### config.mk
export PLATFORM = sky130hd
export DESIGN_NAME = thermometer_command_decoder
export DESIGN_NICKNAME = d
export VERILOG_FILES = /design/src/verilog/therm_pkg.sv /design/src/verilog/byte_fifo.sv /design/src/verilog/thermometer_command_decoder.sv
export SDC_FILE = /design/constraint.sdc
export NUM_CORES = 1
export LEC_CHECK = 0
export BUFFER_PORTS_ARGS = -buffer_cell sky130_fd_sc_hd__buf_2
export CAP_MARGIN = 20
export CORE_AREA = 4 4 218 114
export CTS_CLUSTER_SIZE = 30
export DETAILED_ROUTE_END_ITERATION = 10
export DIE_AREA = 0 0 222 118
export PLACE_DENSITY = 0.79
export SLEW_MARGIN = 20
export SYNTH_ARGS = -nofsm -noshare
export SYNTH_HDL_FRONTEND = slang
export SYNTH_SLANG_ARGS = --single-unit
### constraint.sdc
create_clock -name sys_clk -period 3.9 [get_ports sys_clk]
set_input_delay 1.17 -clock sys_clk [delete_from_list [all_inputs] [get_ports sys_clk]]
set_output_delay 1.17 -clock sys_clk [all_outputs]
set_load 0.05 [all_outputs]
### src/verilog/therm_pkg.sv
package therm_pkg;

  // ----------------------------------------------------------------
  // clock and timing
  // ----------------------------------------------------------------
  localparam int CLK_MHZ = 20;
  // least times round up, chosen mid-window times round up as well
  localparam int RESET_LOW_NS = 480_000;
  localparam int RESET_LOW_CYC = (RESET_LOW_NS * CLK_MHZ + 999) / 1000;
  localparam int PRES_WAIT_NS = 30_000;
  localparam int PRES_WAIT_CYC = (PRES_WAIT_NS * CLK_MHZ + 999) / 1000;
  localparam int PRES_LOW_NS = 120_000;
  localparam int PRES_LOW_CYC = (PRES_LOW_NS * CLK_MHZ + 999) / 1000;
  localparam int WRITE_SAMPLE_NS = 30_000;
  localparam int WRITE_SAMPLE_CYC = (WRITE_SAMPLE_NS * CLK_MHZ + 999) / 1000;
  localparam int READ_VALID_NS = 15_000;
  localparam int READ_VALID_CYC = (READ_VALID_NS * CLK_MHZ + 999) / 1000;
  localparam int NV_COMMIT_NS = 10_000_000;
  localparam int NV_COMMIT_CYC = (NV_COMMIT_NS / 1000) * CLK_MHZ;
  localparam int RESTORE_NS = 10_000;
  localparam int RESTORE_CYC = (RESTORE_NS * CLK_MHZ + 999) / 1000;

  // ----------------------------------------------------------------
  // command codes
  // ----------------------------------------------------------------
  localparam logic [7:0] CMD_SKIP_ROM = 8'hCC;
  localparam logic [7:0] CMD_ALARM_SEARCH = 8'hEC;
  localparam logic [7:0] CMD_CONVERT = 8'h44;
  localparam logic [7:0] CMD_LOAD = 8'h4E;
  localparam logic [7:0] CMD_DUMP = 8'hBE;
  localparam logic [7:0] CMD_COMMIT = 8'h48;
  localparam logic [7:0] CMD_RESTORE = 8'hB8;
  localparam logic [7:0] CMD_SUPPLY = 8'hB4;

  // ----------------------------------------------------------------
  // scratchpad layout and reset values
  // ----------------------------------------------------------------
  localparam logic [3:0] OFS_TEMP_LSB = 4'h0;
  localparam logic [3:0] OFS_TEMP_MSB = 4'h1;
  localparam logic [3:0] OFS_HIGH = 4'h2;
  localparam logic [3:0] OFS_LOW = 4'h3;
  localparam logic [3:0] OFS_CFG = 4'h4;
  localparam logic [3:0] OFS_CRC = 4'h8;
  localparam logic [7:0] RSVD_BYTE = 8'hFF;
  localparam logic [7:0] CFG_RES_MASK = 8'h60;
  localparam logic [7:0] CFG_FIXED_ONES = 8'h1F;
  localparam int CFG_RES_LSB = 5;
  localparam logic [7:0] NV_HIGH_RST = 8'h7F;
  localparam logic [7:0] NV_LOW_RST = 8'h80;
  localparam logic [7:0] NV_CFG_RST = 8'h7F;
  localparam logic [15:0] TEMP_RST = 16'h0000;
  localparam int FIFO_DEPTH = 8;
  localparam int BYTE_W = 8;

  typedef enum logic [3:0] {
    ST_IDLE, ST_PRES_WAIT, ST_PRES_DRIVE, ST_ROM_CMD, ST_FUNC_CMD, ST_LOAD,
    ST_DUMP, ST_CONV_STATUS, ST_NV_STATUS, ST_SUPPLY, ST_ALARM_SEARCH, ST_HOLD
  } state_e;

endpackage : therm_pkg

### src/verilog/byte_fifo.sv
module byte_fifo #(
  parameter int WIDTH = 8,
  parameter int DEPTH = 8
) (
  input wire logic sys_clk,
  input wire logic rst_n,
  input wire logic flush,
  input wire logic inValid,
  output logic inReady,
  input wire logic [WIDTH-1:0] inData,
  output logic outValid,
  input wire logic outReady,
  output logic [WIDTH-1:0] outData
);

  // depth must be a power of two: pointers wrap by overflow
  localparam int AW = $clog2(DEPTH);

  typedef struct packed {
    logic [DEPTH-1:0][WIDTH-1:0] mem;
    logic [AW-1:0] wrPtr;
    logic [AW-1:0] rdPtr;
    logic [AW:0] count;
  } fifo_s;

  fifo_s r;
  fifo_s next_r;
  logic doPush;
  logic doPop;

  // honest flags straight from the count
  assign inReady = r.count != (AW+1)'(DEPTH);
  assign outValid = r.count != '0;
  assign outData = r.mem[r.rdPtr];
  assign doPush = inValid && inReady;
  assign doPop = outReady && outValid;

  // flush drops everything, a new transfer must not see stale bytes
  always_comb begin
    next_r = r;
    if (flush) begin
      next_r.wrPtr = '0;
      next_r.rdPtr = '0;
      next_r.count = '0;
    end else begin
      if (doPush) begin
        next_r.mem[r.wrPtr] = inData;
        next_r.wrPtr = r.wrPtr + AW'(1);
      end
      if (doPop) begin
        next_r.rdPtr = r.rdPtr + AW'(1);
      end
      if (doPush && !doPop) begin
        next_r.count = r.count + (AW+1)'(1);
      end else if (doPop && !doPush) begin
        next_r.count = r.count - (AW+1)'(1);
      end
    end
  end

  always_ff @(posedge sys_clk or negedge rst_n) begin
    if (!rst_n) begin
      r <= '0;
    end else begin
      r <= next_r;
    end
  end

endmodule : byte_fifo

### src/verilog/thermometer_command_decoder.sv
module thermometer_command_decoder #(
  parameter int RESET_LOW_CYCLES = therm_pkg::RESET_LOW_CYC,
  parameter int NV_COMMIT_CYCLES = therm_pkg::NV_COMMIT_CYC
) (
  input wire logic sys_clk,
  input wire logic rst_n,
  input wire logic dqIn,
  output logic dqOut,
  output logic dqOe,
  input wire logic parasitePowered,
  input wire logic convDone,
  input wire logic [15:0] convResult,
  input wire logic [7:0] scratchpadCrc,
  output logic convStart,
  output logic [1:0] convResolution,
  output logic alarmSearchGo,
  output logic alarmFlag
);

  // ----------------------------------------------------------------
  // state
  // ----------------------------------------------------------------
  typedef struct packed {
    therm_pkg::state_e st;
    logic dqPrev;
    logic drive;
    logic pinLevel;
    logic inSlot;
    logic [13:0] slotCnt;
    logic [13:0] lowCnt;
    logic resetSeen;
    logic [11:0] presCnt;
    logic [7:0] shiftReg;
    logic [2:0] bitIdx;
    logic [3:0] loadIdx;
    logic [1:0] loadByte;
    logic [15:0] temperatureResult;
    logic [7:0] alarmHighLimit;
    logic [7:0] alarmLowLimit;
    logic [7:0] resolutionConfig;
    logic [2:0][7:0] nvMem;
    logic convBusy;
    logic commitBusy;
    logic restoreBusy;
    logic [27:0] nvCnt;
    logic alarm;
    logic convStart;
    logic searchGo;
  } state_s;

  state_s r;
  state_s next_r;
  logic fall;
  logic sampleNow;
  logic releaseNow;
  logic rxMode;
  logic txMode;
  logic txBit;
  logic byteDone;
  logic [7:0] rxByte;
  logic fifoPush;
  logic fifoPop;
  logic fifoFlush;
  logic fifoInReady;
  logic fifoOutValid;
  logic [7:0] pushData;
  logic [7:0] fifoOutData;

  // ----------------------------------------------------------------
  // helpers
  // ----------------------------------------------------------------
  function automatic logic [7:0] padByte(input logic [3:0] idx, input state_s s,
                                         input logic [7:0] crc);
    logic [7:0] b;
    b = therm_pkg::RSVD_BYTE;
    if (idx == therm_pkg::OFS_TEMP_LSB) begin
      b = s.temperatureResult[7:0];
    end else if (idx == therm_pkg::OFS_TEMP_MSB) begin
      b = s.temperatureResult[15:8];
    end else if (idx == therm_pkg::OFS_HIGH) begin
      b = s.alarmHighLimit;
    end else if (idx == therm_pkg::OFS_LOW) begin
      b = s.alarmLowLimit;
    end else if (idx == therm_pkg::OFS_CFG) begin
      b = s.resolutionConfig;
    end else if (idx == therm_pkg::OFS_CRC) begin
      b = crc;
    end
    return b;
  endfunction : padByte

  // integer degrees sit in bits 11:4, compared signed against the limits
  function automatic logic alarmCheck(input logic [15:0] t, input logic [7:0] hi,
                                      input logic [7:0] lo);
    logic signed [7:0] deg;
    deg = $signed(t[11:4]);
    return (deg >= $signed(hi)) || (deg <= $signed(lo));
  endfunction : alarmCheck

  // ----------------------------------------------------------------
  // transmit buffer: the loader stalls on inReady, the slots drain it
  // ----------------------------------------------------------------
  byte_fifo #(
    .WIDTH(therm_pkg::BYTE_W),
    .DEPTH(therm_pkg::FIFO_DEPTH)
  ) u_tx_fifo (
    .sys_clk(sys_clk),
    .rst_n(rst_n),
    .flush(fifoFlush),
    .inValid(fifoPush),
    .inReady(fifoInReady),
    .inData(pushData),
    .outValid(fifoOutValid),
    .outReady(fifoPop),
    .outData(fifoOutData)
  );

  // ----------------------------------------------------------------
  // slot decode
  // ----------------------------------------------------------------
  // slots from master: our own pulldown never counts as a slot start
  assign fall = r.dqPrev && !dqIn && !r.drive;
  assign sampleNow = r.inSlot && (r.slotCnt == 14'(therm_pkg::WRITE_SAMPLE_CYC));
  assign releaseNow = r.inSlot && (r.slotCnt == 14'(therm_pkg::READ_VALID_CYC));
  assign rxMode = (r.st == therm_pkg::ST_ROM_CMD) || (r.st == therm_pkg::ST_FUNC_CMD) ||
                  (r.st == therm_pkg::ST_LOAD);
  assign txMode = (r.st == therm_pkg::ST_DUMP) || (r.st == therm_pkg::ST_CONV_STATUS) ||
                  (r.st == therm_pkg::ST_NV_STATUS) || (r.st == therm_pkg::ST_SUPPLY);
  // lsb first: new bit enters at the top and shifts down
  assign rxByte = {dqIn, r.shiftReg[7:1]};
  assign byteDone = rxMode && sampleNow && (r.bitIdx == 3'h7);

  // bit answered in the current read slot
  always_comb begin
    case (r.st)
      therm_pkg::ST_DUMP: txBit = fifoOutValid ? fifoOutData[r.bitIdx] : 1'b1;
      therm_pkg::ST_CONV_STATUS: txBit = !r.convBusy;
      therm_pkg::ST_NV_STATUS: txBit = !r.restoreBusy;
      therm_pkg::ST_SUPPLY: txBit = !parasitePowered;
      default: txBit = 1'b1;
    endcase
  end

  // ----------------------------------------------------------------
  // next state
  // ----------------------------------------------------------------
  always_comb begin
    next_r = r;
    next_r.convStart = 1'b0;
    next_r.searchGo = 1'b0;
    next_r.dqPrev = dqIn;
    fifoPush = 1'b0;
    fifoPop = 1'b0;
    fifoFlush = 1'b0;
    pushData = padByte(r.loadIdx, r, scratchpadCrc);

    // reset detector saturates rather than wraps on a stuck-low line;
    // a read-zero pulldown still counts, or a reset over it would be missed
    if (!dqIn && !(r.drive && r.st == therm_pkg::ST_PRES_DRIVE)) begin
      if (r.lowCnt != 14'h3FFF) begin
        next_r.lowCnt = r.lowCnt + 14'h1;
      end
      if (r.lowCnt >= 14'(RESET_LOW_CYCLES - 1)) begin
        next_r.resetSeen = 1'b1;
      end
    end else begin
      next_r.lowCnt = 14'h0;
    end

    // slot timer runs from the master's falling edge
    if (fall) begin
      next_r.inSlot = 1'b1;
      next_r.slotCnt = 14'h0;
    end else if (sampleNow) begin
      next_r.inSlot = 1'b0;
    end else if (r.inSlot) begin
      next_r.slotCnt = r.slotCnt + 14'h1;
    end

    // conversion result lands, alarm judged against current limits
    if (convDone && r.convBusy) begin
      next_r.convBusy = 1'b0;
      next_r.temperatureResult = convResult;
      next_r.alarm = alarmCheck(convResult, r.alarmHighLimit, r.alarmLowLimit);
    end

    // nonvolatile timers; a bus reset does not cut a write short
    if (r.commitBusy || r.restoreBusy) begin
      next_r.nvCnt = r.nvCnt + 28'h1;
      if (r.commitBusy && r.nvCnt == 28'(NV_COMMIT_CYCLES - 1)) begin
        next_r.commitBusy = 1'b0;
      end
      if (r.restoreBusy && r.nvCnt == 28'(therm_pkg::RESTORE_CYC - 1)) begin
        next_r.restoreBusy = 1'b0;
        next_r.alarmHighLimit = r.nvMem[0];
        next_r.alarmLowLimit = r.nvMem[1];
        next_r.resolutionConfig = r.nvMem[2];
      end
    end

    // receive shift register
    if (rxMode && sampleNow) begin
      next_r.shiftReg = rxByte;
      next_r.bitIdx = r.bitIdx + 3'h1;
    end

    // read slot: pull low for a zero, release after valid time
    if (txMode && fall && !txBit) begin
      next_r.drive = 1'b1;
    end
    if (txMode && releaseNow) begin
      next_r.drive = 1'b0;
      if (r.st == therm_pkg::ST_DUMP) begin
        next_r.bitIdx = r.bitIdx + 3'h1;
        fifoPop = (r.bitIdx == 3'h7) && fifoOutValid;
      end
    end

    case (r.st)
      therm_pkg::ST_PRES_WAIT: begin
        next_r.presCnt = r.presCnt + 12'h1;
        if (r.presCnt == 12'(therm_pkg::PRES_WAIT_CYC - 1)) begin
          next_r.presCnt = 12'h0;
          next_r.drive = 1'b1;
          next_r.st = therm_pkg::ST_PRES_DRIVE;
        end
      end
      therm_pkg::ST_PRES_DRIVE: begin
        next_r.presCnt = r.presCnt + 12'h1;
        if (r.presCnt == 12'(therm_pkg::PRES_LOW_CYC - 1)) begin
          next_r.drive = 1'b0;
          next_r.bitIdx = 3'h0;
          next_r.st = therm_pkg::ST_ROM_CMD;
        end
      end
      therm_pkg::ST_ROM_CMD: begin
        if (byteDone) begin
          // only skip ROM opens the function layer
          if (rxByte == therm_pkg::CMD_SKIP_ROM) begin
            next_r.st = therm_pkg::ST_FUNC_CMD;
          end else if (rxByte == therm_pkg::CMD_ALARM_SEARCH && r.alarm) begin
            next_r.searchGo = 1'b1;
            next_r.st = therm_pkg::ST_ALARM_SEARCH;
          end else begin
            next_r.st = therm_pkg::ST_HOLD;
          end
        end
      end
      therm_pkg::ST_FUNC_CMD: begin
        if (byteDone) begin
          if (rxByte == therm_pkg::CMD_CONVERT) begin
            next_r.convStart = 1'b1;
            next_r.convBusy = 1'b1;
            next_r.st = therm_pkg::ST_CONV_STATUS;
          end else if (rxByte == therm_pkg::CMD_LOAD) begin
            next_r.loadByte = 2'h0;
            next_r.st = therm_pkg::ST_LOAD;
          end else if (rxByte == therm_pkg::CMD_DUMP) begin
            next_r.loadIdx = 4'h0;
            next_r.st = therm_pkg::ST_DUMP;
          end else if (rxByte == therm_pkg::CMD_COMMIT) begin
            // snapshot the three bytes, then time the write
            next_r.nvMem = {r.resolutionConfig, r.alarmLowLimit, r.alarmHighLimit};
            next_r.commitBusy = 1'b1;
            next_r.nvCnt = 28'h0;
            next_r.st = therm_pkg::ST_HOLD;
          end else if (rxByte == therm_pkg::CMD_RESTORE) begin
            next_r.restoreBusy = 1'b1;
            next_r.nvCnt = 28'h0;
            next_r.st = therm_pkg::ST_NV_STATUS;
          end else if (rxByte == therm_pkg::CMD_SUPPLY) begin
            next_r.st = therm_pkg::ST_SUPPLY;
          end else begin
            next_r.st = therm_pkg::ST_HOLD;
          end
        end
      end
      therm_pkg::ST_LOAD: begin
        // three bytes in fixed order; fixed config bits kept
        if (byteDone) begin
          next_r.loadByte = r.loadByte + 2'h1;
          if (r.loadByte == 2'h0) begin
            next_r.alarmHighLimit = rxByte;
          end else if (r.loadByte == 2'h1) begin
            next_r.alarmLowLimit = rxByte;
          end else begin
            next_r.resolutionConfig = (rxByte & therm_pkg::CFG_RES_MASK) |
                                      therm_pkg::CFG_FIXED_ONES;
            next_r.st = therm_pkg::ST_HOLD;
          end
        end
      end
      therm_pkg::ST_DUMP: begin
        // bytes 0 to 8 in order, loader stalls while full
        if (r.loadIdx <= therm_pkg::OFS_CRC) begin
          fifoPush = 1'b1;
          if (fifoInReady) begin
            next_r.loadIdx = r.loadIdx + 4'h1;
          end
        end
      end
      default: begin
      end
    endcase

    // reset ends the bus transaction under way and restarts initialisation
    if (r.resetSeen && dqIn) begin
      fifoFlush = 1'b1;
      fifoPush = 1'b0;
      fifoPop = 1'b0;
      next_r.resetSeen = 1'b0;
      next_r.drive = 1'b0;
      next_r.inSlot = 1'b0;
      next_r.bitIdx = 3'h0;
      next_r.shiftReg = 8'h00;
      next_r.presCnt = 12'h0;
      next_r.st = therm_pkg::ST_PRES_WAIT;
    end
  end

  // ----------------------------------------------------------------
  // registers
  // ----------------------------------------------------------------
  // power-up comes out with a restore already running
  always_ff @(posedge sys_clk or negedge rst_n) begin
    if (!rst_n) begin
      r <= '0;
      r.st <= therm_pkg::ST_IDLE;
      r.dqPrev <= 1'b1;
      r.temperatureResult <= therm_pkg::TEMP_RST;
      r.alarmHighLimit <= therm_pkg::NV_HIGH_RST;
      r.alarmLowLimit <= therm_pkg::NV_LOW_RST;
      r.resolutionConfig <= therm_pkg::NV_CFG_RST;
      r.nvMem <= {therm_pkg::NV_CFG_RST, therm_pkg::NV_LOW_RST, therm_pkg::NV_HIGH_RST};
      r.restoreBusy <= 1'b1;
    end else begin
      r <= next_r;
    end
  end

  assign dqOut = r.pinLevel;
  assign dqOe = r.drive;
  assign convStart = r.convStart;
  assign convResolution = r.resolutionConfig[therm_pkg::CFG_RES_LSB +: 2];
  assign alarmSearchGo = r.searchGo;
  assign alarmFlag = r.alarm;

  // ----------------------------------------------------------------
  // checks
  // ----------------------------------------------------------------
  logic [13:0] driveLen;

  always_ff @(posedge sys_clk or negedge rst_n) begin
    if (!rst_n) begin
      driveLen <= 14'h0;
    end else begin
      driveLen <= dqOe ? driveLen + 14'h1 : 14'h0;
    end
  end
endmodule : thermometer_command_decoder
After elaboration in Yosys (flattened, before gate mapping)

Index checks and enable logic that the tools add are counted.

Bits in registers: 237
Input port bits: 29
Output and inout port bits: 7
Word-level logic and storage cells: 275

Add/sub/neg operators: 11
Magnitude comparators: 8
Equality and inequality tests: 49
Mux-type cells: 106
Bitwise operators: 4
Reductions and logical operators: 60

Operator list:

| operator              | number |
|---|---|
| $mux 24               | 5 |
| $mux 30               | 4 |
| $mux 8                | 11 |
| $mux 4                | 20 |
| $bwmux 64             | 1 |
| $mux 31               | 2 |
| $mux 14               | 4 |
| $eq 8x8->1 const B    | 5 |
| $mux 1                | 32 |
| $mux 29               | 1 |
| $add 14x1->14 const B | 2 |
| $add 28x1->28 const B | 1 |
| $eq 28x18->1 const B  | 1 |
| $eq 28x8->1 const B   | 1 |
| $mux 28               | 1 |
| $bmux 8 s3            | 1 |
| $demux 8 s3           | 1 |
| $eq 8x7->1 const B    | 3 |
| $pmux 12 s2           | 1 |
| $logic_and 1x1->1     | 22 |
| $eq 4x3->1 const B    | 5 |
| $pmux 4 s5            | 1 |
| $mux 3                | 6 |
| $eq 4x2->1 const B    | 4 |
| 52 further kinds      | 103 |

Longest topological paths before layout

Word-level depth: 13
Depth in mapped cells: 13
Depth with buffers taken out: 13

Cells and area by module

A second synthesis with hierarchy kept.

Cells, all modules: 1155
Area, all modules: 12559.5 µm²

By module, submodules not included:

| module                      | times used | cells an instance | area each (µm²) | seq. area each (µm²) |
|---|---|---|---|---|
| thermometer_command_decoder | 1          | 912               | 8943.6          | 4093.9 |
| byte_fifo                   | 1          | 243               | 3616.0          | 1851.8 |

Least setup slack after synthesis

OpenSTA, ideal clock, no wires.

Path kind: input-to-reg
Start point: input dqIn
End point: register u_tx_fifo.r[3] (netlist name)
Setup time: 132 ps
Arrival time: 2954 ps
Required time: 3768 ps
Slack: 814 ps
Stages on the path: 10
Buffers on the path: 1
Path through: clkbuf_1 -> nand2_1 -> nand3_1 -> ha_1 -> a21o_1 -> a21o_1 -> or3_1 -> a21oi_1 -> xnor2_1 -> nor2_1

Longest elaborated chain between the ends: 7
Elaborated cells on any way between the ends: 13
Those cells by class: 5 x mux; 8 x reduce/logical

RTL lines:

| item                  | line                               | text |
|---|---|---|
| start, declared       | thermometer_command_decoder.sv:7   | `input wire logic dqIn,` |
| $logic_and 1x1->1 (*) | thermometer_command_decoder.sv:307 | `if (r.resetSeen && dqIn) begin` |
| $mux 1                | thermometer_command_decoder.sv:307 |  |
| $logic_and 1x1->1     | byte_fifo.sv:36                    | `assign doPop = outReady && outValid;` |
| $logic_not 1->1       | byte_fifo.sv:53                    | `if (doPush && !doPop) begin` |
| $logic_and 1x1->1     | byte_fifo.sv:53                    |  |
| $mux 4                | byte_fifo.sv:53                    |  |
| $mux 10               | byte_fifo.sv:41                    | `if (flush) begin` |
| end signal, assigned  | byte_fifo.sv:65                    | `r <= next_r;` |
| end, declared         | byte_fifo.sv:26                    | `fifo_s r;` |

Mark *: on every way between the ends. The rest lies on a longest branch, timed or not.
A chain may end at the register's enable or synchronous reset.

Worst setup path in the final report

Start point: register r[100] (netlist name)
End point: register u_tx_fifo.r[3] (netlist name)

Longest elaborated chain between the ends: 8
Elaborated cells on any way between the ends: 11
Those cells by class: 1 x order compare; 5 x mux; 5 x reduce/logical

RTL lines:

| item                                                        | line                               | text |
|---|---|---|
| start, declared                                             | thermometer_command_decoder.sv:51  | `state_s r;` |
| start signal, assigned                                      | thermometer_command_decoder.sv:337 | `r <= next_r;` |
| $le 4x4->1 (*)                                              | thermometer_command_decoder.sv:295 | `if (r.loadIdx <= therm_pkg::OFS_CRC) begin` |
| $mux 1 (*)                                                  | thermometer_command_decoder.sv:295 |  |
| $mux 1 (*)                                                  | thermometer_command_decoder.sv:219 | `case (r.st)` |
| $mux 1 (*)                                                  | thermometer_command_decoder.sv:307 |  |
| $logic_and 1x1->1 (*)                                       | byte_fifo.sv:35                    | `assign doPush = inValid && inReady;` |
| $logic_and 1x1->1 / $logic_not 1->1 (equally long branches) | byte_fifo.sv:53, byte_fifo.sv:55   |  |
| $mux 4 / $logic_and 1x1->1 (equally long branches)          | byte_fifo.sv:53, byte_fifo.sv:55   |  |
| $mux 10 / $reduce_bool 3->1 (equally long branches)         | n/a                                |  |

Marked as above.

==> metrics.txt <==
Avg Cell Area, Syn=10.45 µm²; # resized after CTS=0; Async SR Flop Fraction=1.000; TNS Setup=0 ns; GR Util All Layers=0.2083; unique cell type count in the Yosys netlist=83; CTS root buffer=clkbuf_16; Critical Path Slowest Stage Cell=dfrtp_1; CTS clock-pin slew for the worst setup and hold paths=0.07 ns; most common cell after layout, fill and taps aside=dfrtp_1; fmax=322.1 MHz; CP Capture Type=flip-flop; min cycle time layout=3.105 ns; Final Cycle Share=0.7961; final WL=27480 µm; clk sinks=236; antenna-violating nets left=0; most frequent cells in the layout=dfrtp_1, nor2_1, a21oi_1; IO buf count=34; hold bufs inserted after CTS=0; chip height=118 µm; Antenna Cells=0; maxcap violations=0; CTS tree=done; Setup Viol. Count Final=0; first-pass GRT wire length=46170 µm; min-delay worst type=flip-flop to flip-flop; PD cells=423.3 nW/µm²; Leak=6.306 nW; fill cell count=1771; Top-Level Pins=36; max-slew violations=0; post-CTS setup buffer count=0; sequential share of the synthesized area=0.4767; EDFF count, synth=0; critical path fanouts, max=11; Max rail drop VDD=0.3214 mV; Startpoint Class=flip-flop; Post-synth top flop=dfrtp_1; post-detailed-route via-to-cell ratio=5.937; Slew HR=0.5059; CP peak stage delay=0.45 ns; DR vias=9113; critical path class=flip-flop to flip-flop; CTS Buffer Depth=3; core area=22640 µm²; Yosys warning count=0; Post-DP HPWL=19130 µm; layout cell share with drive strength beyond 1=0.2028; vias in the first global route=9116; Routed WL per cell=17.90 µm; Clock Skew=0.01438 ns; Num CTS Buffers=23; gr ovfl total=0; 1st-iter DRT viols=862; DRC violations left=0; drt pass-1 iters=6; initial antenna violation count=0; final hold vios=0; clk_lat worst skew=0.51 ns; synthesis-to-finish area growth=10.10%; critical path, cell by cell=inv_1, ha_1, nand2b_1, a221oi_2, nand3_1, ha_1, a21o_1, a21o_1, or3_1, a21oi_1, xnor2_1, nor2_1; Power, Total=0.005813 W; status=complete, no violations; Req. time, crit path=4.29 ns; Mapped Cells=1194; H-tree lvl count=1; largest net degree at the start of global routing=73; initial core utilization=0.5508; Netlist Area Pre-Place=12470 µm²; crit path DAT=3.49 ns; Synth Register Bits=236; Placer Congestion=0.8941; Std-Cell Rows=39; Nets=1274; Slew @ Worst Pin=0.7362 ns; Die X=222 µm; RSZ-0062 raised after global routing=no; Mapped Nets=1257; die area=26200 µm²
-- final timing paths --
path,slack [ns],startpoint,cells after the start,end
min reg2reg,0.51,u_tx_fifo.r[45],1,u_tx_fifo.r[45]
min,0.51,u_tx_fifo.r[45],1,u_tx_fifo.r[45]
max reg2reg,0.80,r[100],12,u_tx_fifo.r[3]
max,0.80,r[100],12,u_tx_fifo.r[3]
min in group asynchronous,0.60,rst_n,1,r[134]
max in group asynchronous,2.42,rst_n,2,convResolution[0]
-- synthesized netlist by cell type, types with 4 or more instances --
cell	n	area, µm²
clkbuf_1	27	101.4
mux2i_1	47	470.5
nor4_1	8	50.05
buf_1	6	22.52
buf_4	5	37.54
inv_1	35	131.4
and3_1	21	131.4
nand3b_2	4	45.04
ha_1	33	412.9
a21o_1	8	60.06
or4_1	5	37.54
a2bb2oi_1	8	70.07
a22o_1	4	35.03
or3_1	4	25.02
nand4_1	10	62.56
mux2_4	19	285.3
a31oi_1	5	31.28
a211oi_1	10	75.07
mux2_2	84	945.9
nor3_1	15	75.07
and2_1	8	50.05
buf_2	13	65.06
o211ai_1	4	30.03
nand2b_1	9	56.30
a21oi_1	86	430.4
nor2b_1	14	87.58
nand2_1	77	289.0
o21ai_1	8	40.04
o21ai_0	43	215.2
dfstp_2	32	840.8
nand3b_1	13	97.59
nor3b_1	5	37.54
xnor2_1	18	157.7
dfrtp_1	204	5105
xor2_1	40	350.3
nand3_1	37	185.2
nor2_1	152	570.6
-- logic make-up (layout without fill, tap and decap cells) --
| group | count (synthesis) | in the layout | share of synthesized area |
|---|---|---|---|
| muxes | 153 | 153 | 0.1419 |
| buffers and inverters | 90 | 124 | 0.03321 |
| AOI/OAI and AO/OA | 208 | 208 | 0.1020 |
| DFF | 236 | 236 | 0.4767 |
| adders and majority gates | 34 | 34 | 0.03471 |
| and+or+nand+nor | 414 | 414 | 0.1704 |
| xor gates and xnor gates | 58 | 58 | 0.04073 |
| other | 1 | 1 | 0.0003007 |
-- through the flow --
step / instance area [µm²] / utilization / setup slack [ns] / std cells / hold WS (ns)
after floorplan: 12470 / - / 0.8136 / 1194 / 0.4497
after global placement: 12880 / 0.5687 / 0.6512 / 1493 / 0.4712
after detailed placement: 12880 / 0.5687 / 0.6133 / 1493 / 0.4890
after CTS: 13730 / 0.6065 / 0.7957 / 1535 / 0.5072
after global routing: 13730 / 0.6065 / 0.6492 / 1535 / 0.5202
final: 13730 / 0.6065 / 0.7954 / 1535 / 0.5068
-- area by class of cell --
| class | count | area [µm²] | area share |
|---|---|---|---|
| Multi-Input combinational cell | 868 | 6112 | 0.4451 |
| Sequential cell | 236 | 5946 | 0.4330 |
| Clock buffer | 30 | 661.9 | 0.04820 |
| Tap cell | 307 | 384.1 | 0.02797 |
| Timing Repair Buffer | 47 | 302.8 | 0.02205 |
| Clock inverter | 12 | 193.9 | 0.01412 |
| Inverter | 35 | 131.4 | 0.009567 |
-- worst max-delay path, delay by kind of cell, from the launching register on --
| family | cells | cell delay [ns] |
|---|---|---|
| AOI/OAI and AO/OA | 4 | 0.85 |
| buffers and inverters | 1 | 0.11 |
| xor gates and xnor gates | 1 | 0.14 |
| adders and majority gates | 2 | 0.76 |
| DFF | 1 | 0.45 |
| and+or+nand+nor | 4 | 0.67 |
-- routing by layer --
layer / global-route usage / vias up / wire length (µm)
met3: 0.03439 / 46 / 1485
met2: 0.3352 / 290 / 12770
met5: 0 / - / 0
met4: 0.05304 / 0 / 539
li1: - / 4248 / -
met1: 0.2968 / 4529 / 12680
-- report_power, final --
group          switching (W)  internal [W]
Combinational       0.000365      0.000241
Sequential          0.000167       0.00256
Clock               0.000952       0.00153
-- registers in the layout, summed over array words and instances, names as in the netlist --
signal          cells
r                 156
convStart           1
alarmFlag           1
u_tx_fifo.r        74
alarmSearchGo       1
convResolution      2
dqOe                1
Power figures use the tool's default switching activity.
